--- src/shared/touch_key_map.svh ---
// Register offsets, field positions, reset values and timing counts of the touch key scan block.
// Assumes byte addresses on a 32-bit Avalon-MM slave, one register per aligned word.
`ifndef TOUCH_KEY_MAP_SVH
`define TOUCH_KEY_MAP_SVH

`define TK_GCTRL_OFS     8'h00
`define TK_PRELOAD_OFS   8'h04
`define TK_REFCNT_OFS    8'h08
`define TK_GRP_CTRL0     4'h1
`define TK_GRP_CTRL1     4'h2
`define TK_GRP_CYCLE     4'h3

`define TK_SHARED_BIT    2
`define TK_START_BIT     5
`define TK_OVF_BIT       6

`define TK_CTRL0_RST     8'h00
`define TK_CTRL1_RST     8'h00
`define TK_PRELOAD_RST   8'h00
`define TK_HOP_RST       3'h0

`define TK_SYS_DIV_LAST  2'h3
`define TK_FRAC_LAST     5'h1F
`define TK_WHOLE_LAST    8'hFF

`endif

--- src/shared/touch_key_pkg.sv ---
// Types shared by the touch key scan control and its slot timer.
// Field order follows the per-module control registers, bit 7 first.
package touch_key_pkg;

  typedef struct packed {
    logic [1:0] key_mux_sel;
    logic       freq_double_en;
    logic       filter_en;
    logic       hop_hw_ctrl;
    logic [2:0] hop_freq_sel;
  } ctrl0_t;

  typedef struct packed {
    logic       slot_clk_sel;
    logic       unused6;
    logic       ref_osc_en;
    logic       key_osc_en;
    logic [3:0] key_en;
  } ctrl1_t;

  typedef enum logic [1:0] {
    ST_IDLE = 2'b00,
    ST_RUN  = 2'b01,
    ST_DONE = 2'b11
  } scan_state_t;

endpackage : touch_key_pkg

--- src/hdl/touch_key_ctrl.sv ---
// Touch key scan control: register file on Avalon-MM, per-module counters and scan sequencing.
// Assumes key sense and reference oscillator inputs are synchronous to CLK_I.
//
// Local design decisions: register access over Avalon-MM and the placing of the registers.
`timescale 1ns/1ps
`default_nettype none
`include "touch_key_map.svh"

// Functional notes
// - Double key oscillator frequency when enabled.
// - Hop mode picks field or hardware control.
// - Three-bit field picks one of eight settings.
// - Per-module filter enable bit.
// - Slot clock from reference or system/4.
// - Separate reference and key oscillator enables.
// - Key enable hands pin to sensing.
// - Keys grouped four per module.
// - Shared select uses module zero slot timer.
// - One start bit starts every module.
// - Start low clears counters, keeps preload.
// - Start rising switches all counters on.
// - Slot overflow stops oscillators and counters.
// - Single interrupt on slot overflow, enabled keys.
// - Counters cleared automatically after interrupt.
// - Count sense cycles, interrupt at end.
// - Measurement period from programmable divider.
// - Rising start enables oscillators together.
// - Period is (256 - preload) times 32.
// - Overflow flag set by hardware only.
// - Mux field picks measured key.
module touch_key_ctrl
  import touch_key_pkg::*;
#(
  parameter int NUM_MOD = 4
)
(
  input  wire logic                 CLK_I,
  input  wire logic                 RST_I,
  input  wire logic [7:0]           ADDRESS_I,
  input  wire logic                 READ_I,
  input  wire logic                 WRITE_I,
  input  wire logic [31:0]          WRITEDATA_I,
  input  wire logic [3:0]           BYTEENABLE_I,
  output logic      [31:0]          READDATA_O,
  output logic                      WAITREQUEST_O,
  input  wire logic [4*NUM_MOD-1:0] KEY_SENSE_I,
  input  wire logic [NUM_MOD-1:0]   REF_OSC_I,
  output logic      [4*NUM_MOD-1:0] KEY_PIN_SEL_O,
  output logic      [NUM_MOD-1:0]   REF_OSC_EN_O,
  output logic      [NUM_MOD-1:0]   KEY_OSC_EN_O,
  output logic      [NUM_MOD-1:0]   FREQ_DOUBLE_O,
  output logic      [NUM_MOD-1:0]   FILTER_EN_O,
  output logic      [3*NUM_MOD-1:0] HOP_SEL_O,
  output logic                      TOUCH_IRQ_O
);

  ctrl0_t              ctrl0_q [NUM_MOD];
  ctrl1_t              ctrl1_q [NUM_MOD];
  logic [7:0]          slot_preload_q;
  logic                scan_start_q;
  logic                shared_slot_sel_q;
  logic                slot_overflow_flag_q;
  scan_state_t         state_q;
  logic [1:0]          sys_div_q;
  logic                sys_tick;
  logic [15:0]         ref_cnt_q;
  logic [15:0]         ref_res_q;
  logic [2:0]          hop_hw_q;
  logic [NUM_MOD-1:0]  run_q;
  logic [NUM_MOD-1:0]  part;
  logic [NUM_MOD-1:0]  ovf;
  logic [NUM_MOD-1:0]  ref_prev_q;
  logic [4*NUM_MOD-1:0] key_prev_q;
  logic [15:0]         cyc_cnt_q [NUM_MOD];
  logic [15:0]         cyc_res_q [NUM_MOD];
  logic                req;
  logic                wr_take;
  logic                start_rise;
  logic                start_fall;
  logic                scan_done;
  logic                clr_cnt;
  logic                flag_clr;
  logic [3:0]          grp;
  logic [1:0]          idx;
  logic [31:0]         rd_d;

  assign req     = READ_I || WRITE_I;
  assign wr_take = WRITE_I && !WAITREQUEST_O && BYTEENABLE_I[0];
  assign grp     = ADDRESS_I[7:4];
  assign idx     = ADDRESS_I[3:2];

  assign start_rise = wr_take && ADDRESS_I == `TK_GCTRL_OFS && !scan_start_q && WRITEDATA_I[`TK_START_BIT];
  assign start_fall = wr_take && ADDRESS_I == `TK_GCTRL_OFS && scan_start_q && !WRITEDATA_I[`TK_START_BIT];
  assign flag_clr   = wr_take && ADDRESS_I == `TK_GCTRL_OFS && !WRITEDATA_I[`TK_OVF_BIT];

  // end when every participating module stopped
  assign scan_done = state_q == ST_RUN && (run_q & part) == '0;
  assign clr_cnt   = start_fall || scan_done;

  // Answer one cycle after the request; the write lands on the edge the master sees waitrequest low.
  always_ff @(posedge CLK_I or posedge RST_I)
  begin
    if (RST_I)
      WAITREQUEST_O <= 1'b1;
    else if (req && WAITREQUEST_O)
      WAITREQUEST_O <= 1'b0;
    else
      WAITREQUEST_O <= 1'b1;
  end

  always_comb
  begin
    rd_d = 32'h0000_0000;
    if (ADDRESS_I[1:0] == 2'h0)
    begin
      if (ADDRESS_I == `TK_GCTRL_OFS)
      begin
        rd_d[`TK_SHARED_BIT] = shared_slot_sel_q;
        rd_d[`TK_START_BIT]  = scan_start_q;
        rd_d[`TK_OVF_BIT]    = slot_overflow_flag_q;
      end
      else if (ADDRESS_I == `TK_PRELOAD_OFS)
        rd_d[7:0] = slot_preload_q;
      else if (ADDRESS_I == `TK_REFCNT_OFS)
        rd_d[15:0] = ref_res_q;
      else if (32'(idx) < NUM_MOD)
      begin
        if (grp == `TK_GRP_CTRL0)
          rd_d[7:0] = ctrl0_q[idx];
        else if (grp == `TK_GRP_CTRL1)
          rd_d[7:0] = {ctrl1_q[idx].slot_clk_sel, 1'b0, ctrl1_q[idx][5:0]};
        else if (grp == `TK_GRP_CYCLE)
          rd_d[15:0] = cyc_res_q[idx];
      end
    end
  end

  always_ff @(posedge CLK_I or posedge RST_I)
  begin
    if (RST_I)
      READDATA_O <= 32'h0000_0000;
    else if (READ_I && WAITREQUEST_O)
      READDATA_O <= rd_d;
  end

  always_ff @(posedge CLK_I or posedge RST_I)
  begin
    if (RST_I)
    begin
      slot_preload_q    <= `TK_PRELOAD_RST;
      scan_start_q      <= 1'b0;
      shared_slot_sel_q <= 1'b0;
    end
    else if (wr_take && ADDRESS_I == `TK_GCTRL_OFS)
    begin
      scan_start_q      <= WRITEDATA_I[`TK_START_BIT];
      shared_slot_sel_q <= WRITEDATA_I[`TK_SHARED_BIT];
    end
    else if (wr_take && ADDRESS_I == `TK_PRELOAD_OFS)
      slot_preload_q <= WRITEDATA_I[7:0];
  end

  // hardware set wins over software clear
  always_ff @(posedge CLK_I or posedge RST_I)
  begin
    if (RST_I)
      slot_overflow_flag_q <= 1'b0;
    else if (scan_done)
      slot_overflow_flag_q <= 1'b1;
    else if (flag_clr)
      slot_overflow_flag_q <= 1'b0;
  end

  always_ff @(posedge CLK_I or posedge RST_I)
  begin
    if (RST_I)
      state_q <= ST_IDLE;
    else if (start_fall)
      state_q <= ST_IDLE;
    else if (start_rise)
      state_q <= ST_RUN;
    else if (scan_done)
      state_q <= ST_DONE;
  end

  always_ff @(posedge CLK_I or posedge RST_I)
  begin
    if (RST_I)
      sys_div_q <= 2'h0;
    else
      sys_div_q <= sys_div_q + 2'h1;
  end
  assign sys_tick = sys_div_q == `TK_SYS_DIV_LAST;

  always_ff @(posedge CLK_I or posedge RST_I)
  begin
    if (RST_I)
      ref_cnt_q <= 16'h0000;
    else if (clr_cnt || start_rise)
      ref_cnt_q <= 16'h0000;
    else if (state_q == ST_RUN)
      ref_cnt_q <= ref_cnt_q + 16'h0001;
  end

  always_ff @(posedge CLK_I or posedge RST_I)
  begin
    if (RST_I)
      ref_res_q <= 16'h0000;
    else if (start_fall)
      ref_res_q <= 16'h0000;
    else if (scan_done)
      ref_res_q <= ref_cnt_q;
  end

  // hardware hopping steps once per scan
  always_ff @(posedge CLK_I or posedge RST_I)
  begin
    if (RST_I)
      hop_hw_q <= `TK_HOP_RST;
    else if (scan_done)
      hop_hw_q <= hop_hw_q + 3'h1;
  end

  always_ff @(posedge CLK_I or posedge RST_I)
  begin
    if (RST_I)
      TOUCH_IRQ_O <= 1'b0;
    else
      TOUCH_IRQ_O <= scan_done;
  end

  generate
    for (genvar m = 0; m < NUM_MOD; m++)
    begin : g_mod
      logic       slot_tick;
      logic       mod_ovf;
      logic       key_edge;
      logic [1:0] sel;
      logic       osc_on;
      localparam logic [3:0] C0_IDX = 4'(m);

      assign sel = ctrl0_q[m].key_mux_sel;
      // only modules with enabled keys take part
      assign part[m] = |ctrl1_q[m].key_en;
      assign slot_tick = ctrl1_q[m].slot_clk_sel ? sys_tick : (REF_OSC_I[m] && !ref_prev_q[m]);
      // shared slot timer from module zero
      assign mod_ovf = shared_slot_sel_q ? ovf[0] : ovf[m];
      assign key_edge = KEY_SENSE_I[4*m+sel] && !key_prev_q[4*m+sel] && ctrl1_q[m].key_en[sel]
                        && ctrl1_q[m].key_osc_en;
      assign osc_on = state_q == ST_RUN && run_q[m];

      always_ff @(posedge CLK_I or posedge RST_I)
      begin
        if (RST_I)
        begin
          ctrl0_q[m] <= `TK_CTRL0_RST;
          ctrl1_q[m] <= `TK_CTRL1_RST;
        end
        else if (wr_take && ADDRESS_I[1:0] == 2'h0 && idx == C0_IDX[1:0])
        begin
          if (grp == `TK_GRP_CTRL0)
            ctrl0_q[m] <= WRITEDATA_I[7:0];
          else if (grp == `TK_GRP_CTRL1)
            ctrl1_q[m] <= {WRITEDATA_I[7], 1'b0, WRITEDATA_I[5:0]};
        end
      end

      always_ff @(posedge CLK_I or posedge RST_I)
      begin
        if (RST_I)
        begin
          ref_prev_q[m]         <= 1'b0;
          key_prev_q[4*m +: 4]  <= 4'h0;
        end
        else
        begin
          ref_prev_q[m]         <= REF_OSC_I[m];
          key_prev_q[4*m +: 4]  <= KEY_SENSE_I[4*m +: 4];
        end
      end

      // module stops at its slot overflow, or at module zero's when the shared select is set
      always_ff @(posedge CLK_I or posedge RST_I)
      begin
        if (RST_I)
          run_q[m] <= 1'b0;
        else if (start_rise)
          run_q[m] <= 1'b1;
        else if (start_fall || mod_ovf)
          run_q[m] <= 1'b0;
      end

      touch_slot_timer u_slot (
        .clk_i     (CLK_I),
        .rst_i     (RST_I),
        .arm_i     (start_rise),
        .clear_i   (clr_cnt),
        .run_i     (osc_on),
        .tick_i    (slot_tick),
        .preload_i (slot_preload_q),
        .ovf_o     (ovf[m])
      );

      always_ff @(posedge CLK_I or posedge RST_I)
      begin
        if (RST_I)
          cyc_cnt_q[m] <= 16'h0000;
        else if (clr_cnt || start_rise)
          cyc_cnt_q[m] <= 16'h0000;
        else if (osc_on && key_edge)
          cyc_cnt_q[m] <= cyc_cnt_q[m] + 16'h0001;
      end

      // The live counter is wiped after the interrupt, so its value is kept here for software.
      always_ff @(posedge CLK_I or posedge RST_I)
      begin
        if (RST_I)
          cyc_res_q[m] <= 16'h0000;
        else if (start_fall)
          cyc_res_q[m] <= 16'h0000;
        else if (scan_done)
          cyc_res_q[m] <= cyc_cnt_q[m];
      end

      always_ff @(posedge CLK_I or posedge RST_I)
      begin
        if (RST_I)
        begin
          REF_OSC_EN_O[m]       <= 1'b0;
          KEY_OSC_EN_O[m]       <= 1'b0;
          FREQ_DOUBLE_O[m]      <= 1'b0;
          FILTER_EN_O[m]        <= 1'b0;
          HOP_SEL_O[3*m +: 3]   <= `TK_HOP_RST;
          KEY_PIN_SEL_O[4*m +: 4] <= 4'h0;
        end
        else
        begin
          REF_OSC_EN_O[m]       <= osc_on && ctrl1_q[m].ref_osc_en;
          KEY_OSC_EN_O[m]       <= osc_on && ctrl1_q[m].key_osc_en;
          FREQ_DOUBLE_O[m]      <= ctrl0_q[m].freq_double_en;
          FILTER_EN_O[m]        <= ctrl0_q[m].filter_en;
          HOP_SEL_O[3*m +: 3]   <= ctrl0_q[m].hop_hw_ctrl ? hop_hw_q : ctrl0_q[m].hop_freq_sel;
          KEY_PIN_SEL_O[4*m +: 4] <= ctrl1_q[m].key_en;
        end
      end
    end
  endgenerate

endmodule : touch_key_ctrl
`default_nettype wire

--- src/hdl/touch_slot_timer.sv ---
// Time-slot counter of one touch module: a 5-bit prescaler feeding an 8-bit preloadable counter.
// Assumes tick_i is a one-cycle slot clock enable and that arm_i and clear_i never overlap.
`timescale 1ns/1ps
`default_nettype none
`include "touch_key_map.svh"

module touch_slot_timer
  import touch_key_pkg::*;
(
  input  wire logic       clk_i,
  input  wire logic       rst_i,
  input  wire logic       arm_i,
  input  wire logic       clear_i,
  input  wire logic       run_i,
  input  wire logic       tick_i,
  input  wire logic [7:0] preload_i,
  output logic            ovf_o
);

  logic [4:0] frac_q;
  logic [7:0] whole_q;

  always_ff @(posedge clk_i or posedge rst_i)
  begin
    if (rst_i)
      frac_q <= 5'h00;
    else if (clear_i || arm_i)
      frac_q <= 5'h00;
    else if (run_i && tick_i)
      frac_q <= frac_q + 5'h01;
  end

  always_ff @(posedge clk_i or posedge rst_i)
  begin
    if (rst_i)
      whole_q <= 8'h00;
    else if (arm_i)
      whole_q <= preload_i;
    else if (run_i && tick_i && frac_q == `TK_FRAC_LAST)
      whole_q <= whole_q + 8'h01;
  end

  always_ff @(posedge clk_i or posedge rst_i)
  begin
    if (rst_i)
      ovf_o <= 1'b0;
    else
      ovf_o <= run_i && tick_i && frac_q == `TK_FRAC_LAST && whole_q == `TK_WHOLE_LAST;
  end

endmodule : touch_slot_timer
`default_nettype wire

--- config.mk ---
export PLATFORM = sky130hd
export DESIGN_NAME = touch_key_ctrl
export DESIGN_NICKNAME = d
export VERILOG_FILES = /design/src/shared/touch_key_pkg.sv /design/src/hdl/touch_key_ctrl.sv /design/src/hdl/touch_slot_timer.sv
export VERILOG_INCLUDE_DIRS = /design/src /design/src/shared
export SDC_FILE = /design/constraint.sdc
export NUM_CORES = 1
export LEC_CHECK = 0
export BUFFER_PORTS_ARGS = -buffer_cell sky130_fd_sc_hd__buf_2
export CAP_MARGIN = 20
export CELL_PAD_IN_SITES_DETAIL_PLACEMENT = 0
export CELL_PAD_IN_SITES_GLOBAL_PLACEMENT = 1
export CORE_MARGIN = 3
export CORE_UTILIZATION = 40
export CTS_BUF_LIST = sky130_fd_sc_hd__clkbuf_4 sky130_fd_sc_hd__clkbuf_8
export DETAILED_ROUTE_END_ITERATION = 7
export HOLD_SLACK_MARGIN = 0.03
export PLACE_DENSITY = 0.67
export SLEW_MARGIN = 5
export SYNTH_ARGS = -nofsm -noshare
export SYNTH_HDL_FRONTEND = slang
export SYNTH_SLANG_ARGS = --single-unit
export TNS_END_PERCENT = 100
--- constraint.sdc ---
create_clock -name CLK_I -period 13 [get_ports CLK_I]
set_clock_uncertainty 0.05 [all_clocks]
set_input_delay 2.6 -clock CLK_I [delete_from_list [all_inputs] [get_ports CLK_I]]
set_output_delay 2.6 -clock CLK_I [all_outputs]
set_load 0.01 [all_outputs]
Yosys cells after proc, flatten, opt, wreduce, memory -nomap -nowiden

Cells that the tools add are included.

Bits in registers: 380
Output and inout bits: 78
Word-level logic and storage cells: 378

Add/subtract/negate cells: 18
Order comparisons: 9
Eq/ne operators: 18
Multiplexer cells: 108
Bitwise gates (word level): 4
Reduce and logical (&&, ||, !) cells: 117

Operators with widths:

| kind                                                                          | count |
|---|---|
| 16-bit 2-to-1 mux                                                             | 25 |
| 8-bit 2-to-1 mux                                                              | 18 |
| 16-bit by 1-bit adder with 16-bit output (second input constant)              | 5 |
| 1-bit logical AND                                                             | 61 |
| 5-bit 2-to-1 mux                                                              | 8 |
| 2-bit nonzero test                                                            | 19 |
| 8-bit by 1-bit adder with 8-bit output (second input constant)                | 4 |
| 16-bit binary-select mux with 2-bit select                                    | 1 |
| 8-bit binary-select mux with 2-bit select                                     | 2 |
| 8-bit equality test (second input constant)                                   | 4 |
| 1-bit 2-to-1 mux                                                              | 31 |
| 1-bit binary-select mux with 4-bit select                                     | 6 |
| 5-bit by 1-bit adder with 5-bit output (second input constant)                | 4 |
| 5-bit equality test (second input constant)                                   | 4 |
| 4-bit OR reduction                                                            | 4 |
| 1-bit binary-select mux with 2-bit select                                     | 6 |
| 1-bit zero test                                                               | 12 |
| 2-bit by 3-bit less-than comparator with 1-bit output (second input constant) | 4 |
| 2-bit 2-to-1 mux                                                              | 6 |
| 3-bit 2-to-1 mux                                                              | 4 |
| 3-bit AND reduction                                                           | 4 |
| 4-bit by 2-bit adder with 5-bit output (first input constant)                 | 2 |
| 5-bit less-than comparator (second input constant)                            | 2 |
| 2-bit AND reduction                                                           | 5 |
| other kinds (21)                                                              | 33 |

Longest topological paths before layout

Gate-level depths: netlist of the first run.

Depth after elaboration: 11
Mapped depth: 8

Cells and area by module

Synthesis of the first run repeated with hierarchy kept, for this count alone.

Cell total of the unflattened synthesis: 1,612
Area total of the unflattened synthesis: 17,425.5 µm²

Modules (own cells, without submodules):

| module           | instances | cells an instance | area an instance (µm²) | seq. area each (µm²) |
|---|---|---|---|---|
| touch_key_ctrl   | 1         | 1,316             | 14,412.6               | 8,109.0 |
| touch_slot_timer | 4         | 74                | 753.2                  | 350.3 |

Least setup slack after synthesis of the first run

OpenSTA, ideal clock, no wires.

Path type: input -> register
Start point: input ADDRESS_I[5]
End point: register ref_cnt_q[8]
Setup time: 0.118 ns
Arrival time: 4.296 ns
Data required time: 12.832 ns
Setup slack: 8.536 ns
Cell stages on the path: 7
Buffers on the path: 2
Cells stage by stage: buf_2 -> or4_4 -> nor4_4 -> nor2_1 -> clkbuf_1 -> o21bai_1 -> a21o_1

Longest elaborated chain between the ends: 7

Ends and longest elaborated chain:

| item                                                           | RTL line              | text |
|---|---|---|
| start, declared                                                | touch_key_ctrl.sv:39  | `input wire logic [7:0] ADDRESS_I,` |
| 8-bit zero test (no source line) (*)                           | -                     |  |
| 1-bit logical AND (no source line) (*)                         | -                     |  |
| 1-bit logical AND (2 in series)                                | touch_key_ctrl.sv:93  | `` assign start_fall = wr_take && ADDRESS_I == `TK_GCTRL_OFS && scan_start_q && !WRITEDATA_I[`TK_START_BIT]; `` |
| 1-bit logical OR                                               | touch_key_ctrl.sv:98  | `assign clr_cnt = start_fall \|\| scan_done;` |
| 1-bit logical OR (*)                                           | touch_key_ctrl.sv:199 | `else if (clr_cnt \|\| start_rise)` |
| 16-bit 2-to-1 mux / 2-bit nonzero test (equally long branches) | -                     |  |
| end signal, assigned                                           | touch_key_ctrl.sv:202 | `ref_cnt_q <= ref_cnt_q + 16'h0001;` |
| end, declared                                                  | touch_key_ctrl.sv:66  | `logic [15:0] ref_cnt_q;` |

Every way passes the cells marked *; elsewhere a longest branch is shown, timed or not.
A chain may end at the register's enable or synchronous reset.

Worst setup path in the final report of the first run

Start point: input ADDRESS_I[4]
End point: register ref_cnt_q[9]

Same word-level chain as after synthesis.

==> key figures, run 1 <==
Run status
  – Status: finished clean

GRT
  – Global-route wire length before repair: just over 70 mm
  – GRT Util Overall: 20.0%
  – Initial antenna violation count: 0
  – Vias in the first global route: between 10000 and 15000
  – Largest net degree at the start of global routing: 177
  – GRT Residual Overflow: 0

STA
  – Final setup margin: just under 8000 ps
  – Slew headroom: a little over a quarter
  – Endpoints failing hold: 0
  – Max frequency: approximately 190 MHz
  – Final setup violating endpoints: 0
  – Crit share post-route: 40.9%
  – Max-slew violation count: 0
  – Unrepaired setup endpoints after global routing: false
  – Setup TNS: 0 ps
  – Tmin final: 5320 ps
  – Least-Margin Pin Slew: 1090 ps

Yosys
  – Mapped Cells: approximately 1500
  – Area contributors post-synth: dfrtp_1 (55%), mux2_2 (5.1%), mux4_2 (4.4%)
  – Synth area leader: dfrtp_1
  – Syn avg cell area: approximately 12 sq um
  – Most common cell in the netlist: dfrtp_1
  – List of most frequent post-synthesis cells: dfrtp_1 (379), nand2_1 (123), nor2_1 (107), a21oi_1 (99), mux2_2 (78)
  – Post-synth top area share: between 50% and 60%
  – Netlist Area Pre-Place: ~0.017 sq mm
  – Sequential fraction of the synthesis area: a little over half
  – Synth warn: 0
  – Post-synth EDFFs: 0
  – #FFs+latches synth: 380
  – Yosys cell types: 75
  – Ys async rst share: 100%
  – Primary FF master, synth: dfrtp_1

Critical path
  – Worst reg2reg startpoint: scan_start_q$_DFFE_PP0N_
  – Worst path slowest cell: buf_4
  – RR Endpoint: ref_cnt_q[9]$_DFFE_PP0P_
  – Max Fanout on Critical Path: 93
  – Worst r2r path cells: 6
  – Crit start category: input pin
  – Worst endpoint data arrival time: about 5800 ps
  – CP Cell Sequence: buf_2 > nor4_4 > nand4_1 > o211ai_1 > buf_4 > nor2_1 > a22o_1
  – R2R Setup Slk: 9740 ps
  – Worst Path Class, Setup: in2reg
  – CP peak stage delay: about 820 ps
  – Element type at the critical path end: flop
  – WP data required: around 13000 ps

Pwr
  – Sw frac: between 20% and 30%
  – Static leakage: between 8 and 9 nW
  – Worst VDD drop: slightly below 0.00007 V
  – PD cells: 124 mW/mm^2
  – Part of the power in registers: 48.9%
  – Combinational fraction of design power: under 10%
  – P_sw: 0.000563 W
  – Total power draw: 0.00246 W
  – Power share of the clock group: about 48%
  – Int Power: approximately 0.0019 W

Final layout
  – Fin nets: roughly 1700
  – Layout cells sized above 1: between 20% and 30%
  – ANT cells: 0
  – Fillcell total: between 3000 and 4000
  – Area delta synth->final: 14.3%

Die
  – Initial Util: around 40%
  – Die ar.: about 0.046 sq mm
  – CORE AREA: around 0.042 sq mm
  – Die Y: about 210 microns
  – Row count: 75
  – I/O pins: 146
  – Chip Width: between 200 and 250 microns

Place
  – PortBufs: around 100
  – Worst slack, placed: between 7000 and 8000 ps
  – DP Wirelength: 30.9 mm
  – GP Congestion: around 0.78

Worst hold path
  – Hold_sp: ctrl0_q[28]$_DFFE_PP0P_
  – Hold crit path type: reg2reg
  – Hold depth: 0
  – Worst hold path endpoint: FILTER_EN_O[0]$_DFF_PP0_

CTS
  – Setup bufs post-CTS: 0
  – CTS Buffer Depth: 3
  – CTS Buf Count: 67
  – Clk sinks: 380
  – Hold-fix buffers, CTS: 0
  – Later-pin clock latency in the skew report: ~630 ps
  – CTS tree: built
  – Cts repair resizes: 0
  – Clock Tree Root: clkbuf_8
  – CTS clock-pin slew for the worst setup and hold paths: 60 ps
  – H-Tree Depth: 3

Route
  – Initial drt markers: 865
  – DRC errors left: 0
  – Total wire length: 45.5 mm
  – Vias per cell: 5.44
  – Via count: 12100
  – Final ANT Viol Nets: 0
  – Routed wire per std cell: around 20 microns
  – Drt pass-1 iters: 7

Run
  – Max_cap viols: 0
==> how the worst max path moves through the flow <==
stage                 startpoint                   endpoint  slack, ps
floorplan                  RST_I   FILTER_EN_O[0]$_DFF_PP0_       5240
global placement    ADDRESS_I[4]  ref_cnt_q[15]$_DFFE_PP0P_       7000
detailed placement  ADDRESS_I[4]   ref_cnt_q[9]$_DFFE_PP0P_       7040
CTS                 ADDRESS_I[4]   ref_cnt_q[9]$_DFFE_PP0P_       7680
global route        ADDRESS_I[3]   ref_cnt_q[9]$_DFFE_PP0P_       7350
finish              ADDRESS_I[4]   ref_cnt_q[9]$_DFFE_PP0P_       7680
==> cell usage in the layout (no fill, tap or decap), types with 7 or more instances in the layout <==
| cell | count |
|---|---|
| o41ai_1 | 7 |
| mux2_2 | 78 |
| nor4_1 | 21 |
| and4_1 | 7 |
| dfrtp_1 | 379 |
| clkbuf_4 | 20 |
| nor3_1 | 21 |
| nand3_1 | 49 |
| xor2_1 | 32 |
| a21oi_1 | 99 |
| nor2b_1 | 14 |
| clkbuf_8 | 87 |
| nor2_1 | 106 |
| nand2_1 | 123 |
| or4_1 | 13 |
| mux4_2 | 34 |
| nand2b_1 | 7 |
| mux2i_1 | 25 |
| o21ai_0 | 76 |
| and3_1 | 23 |
| nand4_1 | 27 |
| nor4b_1 | 7 |
| o31ai_1 | 11 |
| a22o_1 | 47 |
| conb_1 | 16 |
| xnor2_1 | 55 |
| nand3b_1 | 21 |
| inv_1 | 16 |
| ha_1 | 19 |
| buf_4 | 14 |
| buf_2 | 102 |
==> layout make-up <==
class,instances,area [sq um],share of cell area [%]
sequential,380,9510,48.1
clock buffer,107,1350,6.81
multi-input combinational,1021,7340,37.1
timing repair buffer,120,702,3.55
tap,577,722,3.65
clock inverter,9,86.3,0.437
inverter,18,71.3,0.361
==> layer usage <==
| layer | global-route usage, % | share of wire, % | up-vias |
|---|---|---|---|
| li1 | - | - | 5652 |
| met5 | 0 | 0 | - |
| met3 | 3.38 | 4.4 | 71 |
| met1 | 29.0 | 48 | 6147 |
| met2 | 30.6 | 46 | 267 |
| met4 | 6.88 | 2.5 | 0 |
==> per-stage QoR <==
step           utilization [%]  std cells  hold WS, ps  instance area, sq um
6_report                  46.7       2232          343                 19800
5_1_grt                   46.7       2232          364                 19800
4_1_cts                   46.7       2231          345                 19800
3_5_place_dp              43.3       2115          332                 18300
3_3_place_gp              43.2       2112          328                 18300
2_1_floorplan                -       1514          314                 17400
==> state kept, by name, indices dropped and copies added (netlist names), 4 cells and up <==
register / flops
key_prev_q: 16
ref_prev_q: 4
KEY_PIN_SEL_O: 16
ref_res_q: 16
ctrl1_q: 28
g_mod.sel: 8
HOP_SEL_O: 12
cyc_res_q: 64
KEY_OSC_EN_O: 4
run_q: 4
g_mod.u_slot.ovf_o: 4
FILTER_EN_O: 4
slot_preload_q: 8
ref_cnt_q: 16
READDATA_O: 16
REF_OSC_EN_O: 4
g_mod.u_slot.whole_q: 32
g_mod.u_slot.frac_q: 20
ctrl0_q: 24
cyc_cnt_q: 64
FREQ_DOUBLE_O: 4
==> critical path, delay by kind of cell <==
family	cells	cell delay, ps
buffers and inverters	2	1040
and+or+nand+nor	3	1500
AOI/OAI and AO/OA	2	570
==> power groups by stage <==
stage               logic (W)  clock network (W)  registers, W
finish              0.0000879            0.00117       0.00120
global route        0.0000982            0.00126       0.00120
CTS                 0.0000892            0.00120       0.00120
detailed placement  0.0000890                  0       0.00122
global placement    0.0000881                  0       0.00122
floorplan           0.0000579                  0       0.00122
==> cell families (layout without fill, tap and decap cells) <==
logic type | count (synthesis) | after routing | synth area share (%)
mux | 138 | 138 | 11.1
other cells | 1 | 16 | 0.0217
flops | 380 | 380 | 55.0
buf+inv | 113 | 254 | 3.13
simple gates | 469 | 469 | 14.2
fa+ha+maj | 19 | 19 | 1.37
xor+xnor | 87 | 87 | 4.40
compound gates | 292 | 292 | 10.8
Note: power is estimated with default switching activity, not from simulation.
==> run 2, diff against run 1 <==
ABC_AREA = 1   (was default)
PLACE_DENSITY = 0.68   (was 0.67)
clock period = 5.4 ns   (was 13 ns; I/O delays follow)
==> key figures, run 2 <==
Run status
  – Status: finished clean

Final layout
  – Commonest non-fill, non-tap cell in the layout: nand2_1
  – Layout cells sized above 1: 12.0% (-11 points)
  – ANT cells: 0 (unchanged)
  – Most frequent cells in the layout: nand2_1 (470), dfrtp_1 (379), inv_1 (239), nand3_1 (239), nor2_1 (195)
  – Fillcell total: 4450 (+13%)
  – Regs by FF count: cyc_cnt_q (64), cyc_res_q (64), g_mod.u_slot.whole_q (32)
  – Fin nets: 2350 (+39%)
  – Area delta synth->final: 13.9%

Route
  – DRC errors left: 0 (unchanged)
  – Drt pass-1 iters: 7 (unchanged)
  – Via count: 14700 (+21%)
  – Vias per cell: 5.07 (-6.8%)
  – Initial drt markers: 1128 (+30%)
  – Routed wire per std cell: 17.7 microns (-13%)
  – Total wire length: 51.3 mm (+13%)
  – Final ANT Viol Nets: 0 (unchanged)

CTS
  – CTS tree: built
  – Hold-fix buffers, CTS: 0 (unchanged)
  – CTS Buffer Depth: 3 (unchanged)
  – CTS clock-pin slew for the worst setup and hold paths: 60 ps (about the same)
  – Clk sinks: 380 (unchanged)
  – Setup bufs post-CTS: 0 (unchanged)
  – CTS Buf Count: 70 (+4.5%)
  – Clock Tree Root: clkbuf_8
  – H-Tree Depth: 3 (unchanged)
  – Cts repair resizes: 0 (unchanged)
  – Later-pin clock latency in the skew report: 630 ps (about the same)

GRT
  – Initial antenna violation count: 0 (unchanged)
  – GRT Residual Overflow: 0 (unchanged)
  – Met3 Resource Use GR: 3.62% (+0.24 points)
  – Global-route wire length before repair: 82.3 mm (+13%)
  – M2 GR Usage: 34.3% (+3.8 points)
  – Global route hottest layer: met2
  – GR Layer Usage met1: 31.5% (+2.5 points)
  – Largest net degree at the start of global routing: 122 (-31%)
  – GRT Util Overall: 22.0% (+2.0 points)
  – Vias in the first global route: 14600 (+18%)

Yosys
  – Area contributors post-synth: dfrtp_1 (53%), nand2_1 (9.8%), nand3_1 (6.6%)
  – Synth area leader: dfrtp_1
  – #FFs+latches synth: 380 (unchanged)
  – Mapped Cells: 2146 (+43%)
  – Post-synth top area share: 52.6% (-2.2 points)
  – Yosys cell types: 47 (-37%)
  – Synth warn: 0 (unchanged)
  – Syn avg cell area: 8.40 sq um (-27%)
  – Post-synth EDFFs: 0 (unchanged)
  – List of most frequent post-synthesis cells: nand2_1 (470), dfrtp_1 (379), inv_1 (240), nand3_1 (239), nor2_1 (195)
  – Netlist Area Pre-Place: 0.0180 sq mm (+4.2%)
  – Ys async rst share: 100% (unchanged)
  – Sequential fraction of the synthesis area: 52.8% (-2.2 points)
  – Primary FF master, synth: dfrtp_1
  – Most common cell in the netlist: nand2_1

STA
  – Max-slew violation count: 0 (unchanged)
  – Crit share post-route: a little under three fifths
  – Final setup violating endpoints: 0 (unchanged)
  – Least-Margin Pin Slew: 1060 ps (-34.3 ps)
  – Unrepaired setup endpoints after global routing: false
  – Max frequency: ~330 MHz
  – Tmin final: roughly 3000 ps
  – Final setup margin: 2330 ps (-5350 ps)
  – Slew headroom: 29.2% (+2.0 points)
  – Setup TNS: 0 ps (unchanged)
  – Endpoints failing hold: 0 (unchanged)

Place
  – GP Congestion: 0.855 (+9.2%)
  – PortBufs: 102 (unchanged)
  – DP Wirelength: 35.5 mm (+15%)
  – Worst slack, placed: 1680 ps (-5370 ps)

Critical path
  – WP data required: 5900 ps (-7530 ps)
  – Max Fanout on Critical Path: 85 (-8.6%)
  – Crit start category: input pin
  – Worst Path Class, Setup: in2reg
  – Worst endpoint data arrival time: 3580 ps (-2170 ps)
  – Element type at the critical path end: flop

Die
  – Chip Width: 218 microns (+2.0%)
  – Die Y: 218 microns (+2.0%)
  – Initial Util: 40.6% (-0.29 points)
  – I/O pins: 146 (unchanged)
  – Row count: 77 (+2.7%)
  – CORE AREA: 0.0444 sq mm (+4.9%)
  – Die ar.: 0.0477 sq mm (+4.1%)

Pwr
  – Combinational fraction of design power: 8.6% (+5.0 points)
  – Static leakage: 10.5 nW (+18%)
  – Part of the power in registers: 48.1% (-0.8 points)
  – Int Power: 0.00494 W (+160%)
  – PD cells: 325 mW/mm^2 (+160%)
  – Power share of the clock group: 43.3% (-4.3 points)
  – Sw frac: 26.0% (+3.2 points)
  – P_sw: 0.00174 W (+210%)
  – Worst VDD drop: 0.000183 V (+170%)

Run
  – Max_cap viols: 0 (unchanged)

Worst hold path
  – Hold crit path type: reg2reg
[run 2: final timing paths]
kind / startpoint / cells after the start / slack, ps / to
max reg2reg: WAITREQUEST_O$_DFF_PP1_ / 10 / 2400 / cyc_cnt_q[44]$_DFFE_PP0P_
min in group asynchronous: RST_I / 2 / 510 / ctrl1_q[19]$_DFFE_PP0P_
min: ctrl0_q[5]$_DFFE_PP0P_ / 0 / 360 / FREQ_DOUBLE_O[3]$_DFF_PP0_
min reg2reg: ctrl0_q[5]$_DFFE_PP0P_ / 0 / 360 / FREQ_DOUBLE_O[3]$_DFF_PP0_
max in group asynchronous: RST_I / 3 / 3660 / ref_res_q[15]$_DFFE_PP0P_
max: ADDRESS_I[2] / 11 / 2330 / cyc_cnt_q[44]$_DFFE_PP0P_
[run 2: area by class of cell]
cell class | instances | area, sq um | area share, %
Tap cell | 592 | 741 | 3.61
Sequential cell | 380 | 9510 | 46.3
Inverter | 251 | 946 | 4.61
Clock inverter | 11 | 116 | 0.567
Timing Repair Buffer | 128 | 756 | 3.68
Clock buffer | 107 | 1350 | 6.56
Multi-Input combinational cell | 1432 | 7120 | 34.7
[run 2: power by group through the flow]
stage	clock (W)	sequential [W]	combinational (W)
after floorplan	0	0.00323	0.000407
after global placement	0	0.00326	0.000568
after detailed placement	0	0.00326	0.000578
after CTS	0.00298	0.00321	0.000582
after global routing	0.00311	0.00324	0.000667
final	0.00289	0.00322	0.000574
[run 2: logic make-up after synthesis]
group / count (synthesis) / synth area share [%]
simple gates: 1015 / 24.5
compound gates: 295 / 9.04
fa+ha+maj: 19 / 1.32
buf+inv: 349 / 8.11
flops: 380 / 52.8
other cells: 1 / 0.0208
xor+xnor: 87 / 4.23
[run 2: metrics by stage]
step / power [W] / utilization, % / cells / hold WS (ps) / area, sq um
5_1_grt: 0.00702 / 46.2 / 2901 / 371 / 20500
4_1_cts: 0.00678 / 46.2 / 2901 / 357 / 20500
6_report: 0.00668 / 46.2 / 2901 / 357 / 20500
3_5_place_dp: 0.00384 / 42.9 / 2783 / 344 / 19100
2_1_floorplan: 0.00363 / - / 2161 / 324 / 18100
3_3_place_gp: 0.00383 / 42.9 / 2783 / 335 / 19100
[run 2: critical path, stage by stage]
cell     delay [ps]
buf_2           270
nor2_4          150
nand2_2         110
nor2_4           60
nand4_2         100
buf_4           490
nand2_2         150
nor2_4           90
buf_4           680
o21ai_0         200
nor2_1          130
[run 2: routing by layer]
layer / vias to the layer above / wire (microns) / part of all wire [%]
met1: 7086 / 24400 / 48
met3: 87 / 2620 / 5.1
met2: 366 / 23100 / 45
met5: - / 0 / 0
li1: 7162 / - / -
met4: 0 / 1220 / 2.4
==> run 3, diff against run 2 <==
PLACE_DENSITY = 0.7   (was 0.68)
clock period = 2.7 ns   (was 5.4 ns; I/O delays follow)
==> key figures, run 3 (synthesized netlist as in run 2, its figures left out) <==
Run status
  – Status: finished clean

CTS
  – Cts repair resizes: 0 (unchanged)
  – Setup bufs post-CTS: 0 (unchanged)
  – CTS tree: built
  – CTS Buffer Depth: 3 (unchanged)
  – CTS Buf Count: 67 (-4.3%)
  – CTS clock-pin slew for the worst setup and hold paths: 60 ps (about the same)
  – Later-pin clock latency in the skew report: 610 ps (-20 ps)
  – Clock Tree Root: clkbuf_8
  – H-Tree Depth: 3 (unchanged)
  – Clk sinks: 380 (unchanged)
  – Hold-fix buffers, CTS: 22 (+22)

GRT
  – Vias in the first global route: 14800 (+1.8%)
  – Largest net degree at the start of global routing: 87 (-29%)
  – Met3 Resource Use GR: 3.32% (-0.29 points)
  – GRT Util Overall: 22.5% (+0.43 points)
  – GR Layer Usage met1: 32.0% (+0.50 points)
  – M2 GR Usage: 35.7% (+1.3 points)
  – Global route hottest layer: met2
  – Initial antenna violation count: 0 (unchanged)
  – Global-route wire length before repair: 84.1 mm (+2.2%)
  – GRT Residual Overflow: 0 (unchanged)

Place
  – PortBufs: 102 (unchanged)
  – GP Congestion: 0.878 (+2.6%)
  – Placed inst area: 0.0195 sq mm (+2.3%)
  – Worst slack, placed: 136 ps (-1540 ps)
  – DP Wirelength: 36.6 mm (+3.1%)

Final layout
  – Commonest non-fill, non-tap cell in the layout: nand2_1
  – Cell area after layout: 0.0212 sq mm (+3.1%)
  – Fin nets: 2415 (+2.8%)
  – Utilization after layout: 47.7% (+1.4 points)
  – ANT cells: 0 (unchanged)
  – Area delta synth->final: 17.5%
  – Register cell area after layout: 0.00951 sq mm (unchanged)
  – Regs by FF count: cyc_cnt_q (64), cyc_res_q (64), g_mod.u_slot.whole_q (32)
  – Fillcell total: 4315 (-3.0%)
  – Most frequent cells in the layout: nand2_1 (470), dfrtp_1 (379), inv_1 (239), nand3_1 (239), nor2_1 (195)
  – Area of the multi-input gates: 0.00712 sq mm (unchanged)
  – Layout cells sized above 1: 13.5% (+1.4 points)

STA
  – Tmin final: 2390 ps
  – Crit share post-route: approximately nine tenths
  – Slew headroom: 43.8% (+15 points)
  – Final setup margin: 310 ps (-2020 ps)
  – Endpoints failing hold: 0 (unchanged)
  – Least-Margin Pin Slew: 842 ps (-217 ps)
  – Final setup violating endpoints: 0 (unchanged)
  – Hold WS: 83.4 ps (-274 ps)
  – Max-slew violation count: 0 (unchanged)
  – Max frequency: 418 MHz
  – Unrepaired setup endpoints after global routing: false

Critical path
  – CP peak stage delay: 560 ps (-120 ps)
  – Worst Path Class, Setup: reg2reg
  – Worst r2r path cells: 8 (-2)
  – Worst reg2reg startpoint: state_q[1]$_DFFE_PP0P_
  – CP Cell Sequence: nor2_4 > nand2_1 > nor2_1 > nand3_1 > inv_1 > nand3_1 > nand2_1 > nor2_1
  – R2R Setup Slk: 310 ps (-2090 ps)
  – Max Fanout on Critical Path: 20 (-76%)
  – Worst path slowest cell: inv_1
  – Element type at the critical path end: flop
  – WP data required: 3130 ps (-2770 ps)
  – Worst endpoint data arrival time: 2820 ps (-760 ps)
  – Crit start category: flop
  – RR Endpoint: cyc_cnt_q[28]$_DFFE_PP0P_

Worst hold path
  – Hold crit path type: in2reg
  – Hold_sp: READ_I
  – Worst hold path endpoint: WAITREQUEST_O$_DFF_PP1_
  – Hold depth: 2 (+2)

Run
  – Max_cap viols: 0 (unchanged)

Die
  – CORE AREA: 0.0444 sq mm (unchanged)
  – Initial Util: 40.6% (unchanged)
  – Chip Width: 218 microns (unchanged)
  – Row count: 77 (unchanged)
  – I/O pins: 146 (unchanged)
  – Die Y: 218 microns (unchanged)
  – Die ar.: 0.0477 sq mm (unchanged)

Pwr
  – Static leakage: 10.8 nW (+3.3%)
  – Worst VDD drop: 0.000328 V (+80%)
  – Total power draw: 0.0134 W (+100%)
  – PD cells: 633 mW/mm^2 (+94%)

Route
  – Initial drt markers: 1305 (+16%)
  – Final ANT Viol Nets: 0 (unchanged)
  – Via count: 15000 (+2.0%)
  – Vias per cell: 5.06 (-0.20%)
  – DRC errors left: 0 (unchanged)
  – Drt pass-1 iters: 6 (-1)
  – Routed wire per std cell: 17.6 microns (-0.69%)
  – Total wire length: 52.1 mm (+1.5%)
==> run 3: power by group <==
group	internal [W]	switching (W)
combinational	0.000425	0.000787
sequential	0.00615	0.000283
clock	0.00334	0.00241
total	0.00992	0.00348
==> run 3: how the worst max path moves through the flow <==
stage,startpoint,end,slack (ps),cells past startpoint
6_report,state_q[1]$_DFFE_PP0P_,cyc_cnt_q[28]$_DFFE_PP0P_,310,8
5_1_grt,state_q[1]$_DFFE_PP0P_,cyc_cnt_q[29]$_DFFE_PP0P_,150,8
4_1_cts,state_q[1]$_DFFE_PP0P_,cyc_cnt_q[27]$_DFFE_PP0P_,370,8
3_5_place_dp,ADDRESS_I[7],cyc_res_q[41]$_DFFE_PP0P_,140,9
3_3_place_gp,ADDRESS_I[1],g_mod[3].u_slot.whole_q[6]$_DFFE_PP0P_,150,13
2_1_floorplan,RST_I,FILTER_EN_O[0]$_DFF_PP0_,-3000,1
==> run 3: final cells by class <==
cell class / instances / area share, %
clock inverters: 6 / 0.278
clock buffers: 108 / 6.58
repair buffers: 196 / 6.65
inverters: 251 / 4.47
multi-input cells: 1432 / 33.6
well taps: 592 / 3.50
flip-flops and latches: 380 / 44.9
==> run 3: per-stage QoR <==
stage,setup TNS (ps),instances
final,0,2965
after global routing,0,2965
after detailed placement,0,2829
after CTS,0,2965
after floorplan,-1136780,2161
after global placement,0,2829
==> run 3: worst max-delay path, delay by kind of cell (launching register included) <==
family        cells  cell delay (ps)
buf+inv           1              560
simple gates      7             1240
flops             1              400
==> run 3: layer usage <==
metal	routed length [microns]	vias up
met5	0	-
met4	1060	0
met3	2650	75
met2	23800	388
met1	24600	7234
li1	-	7298
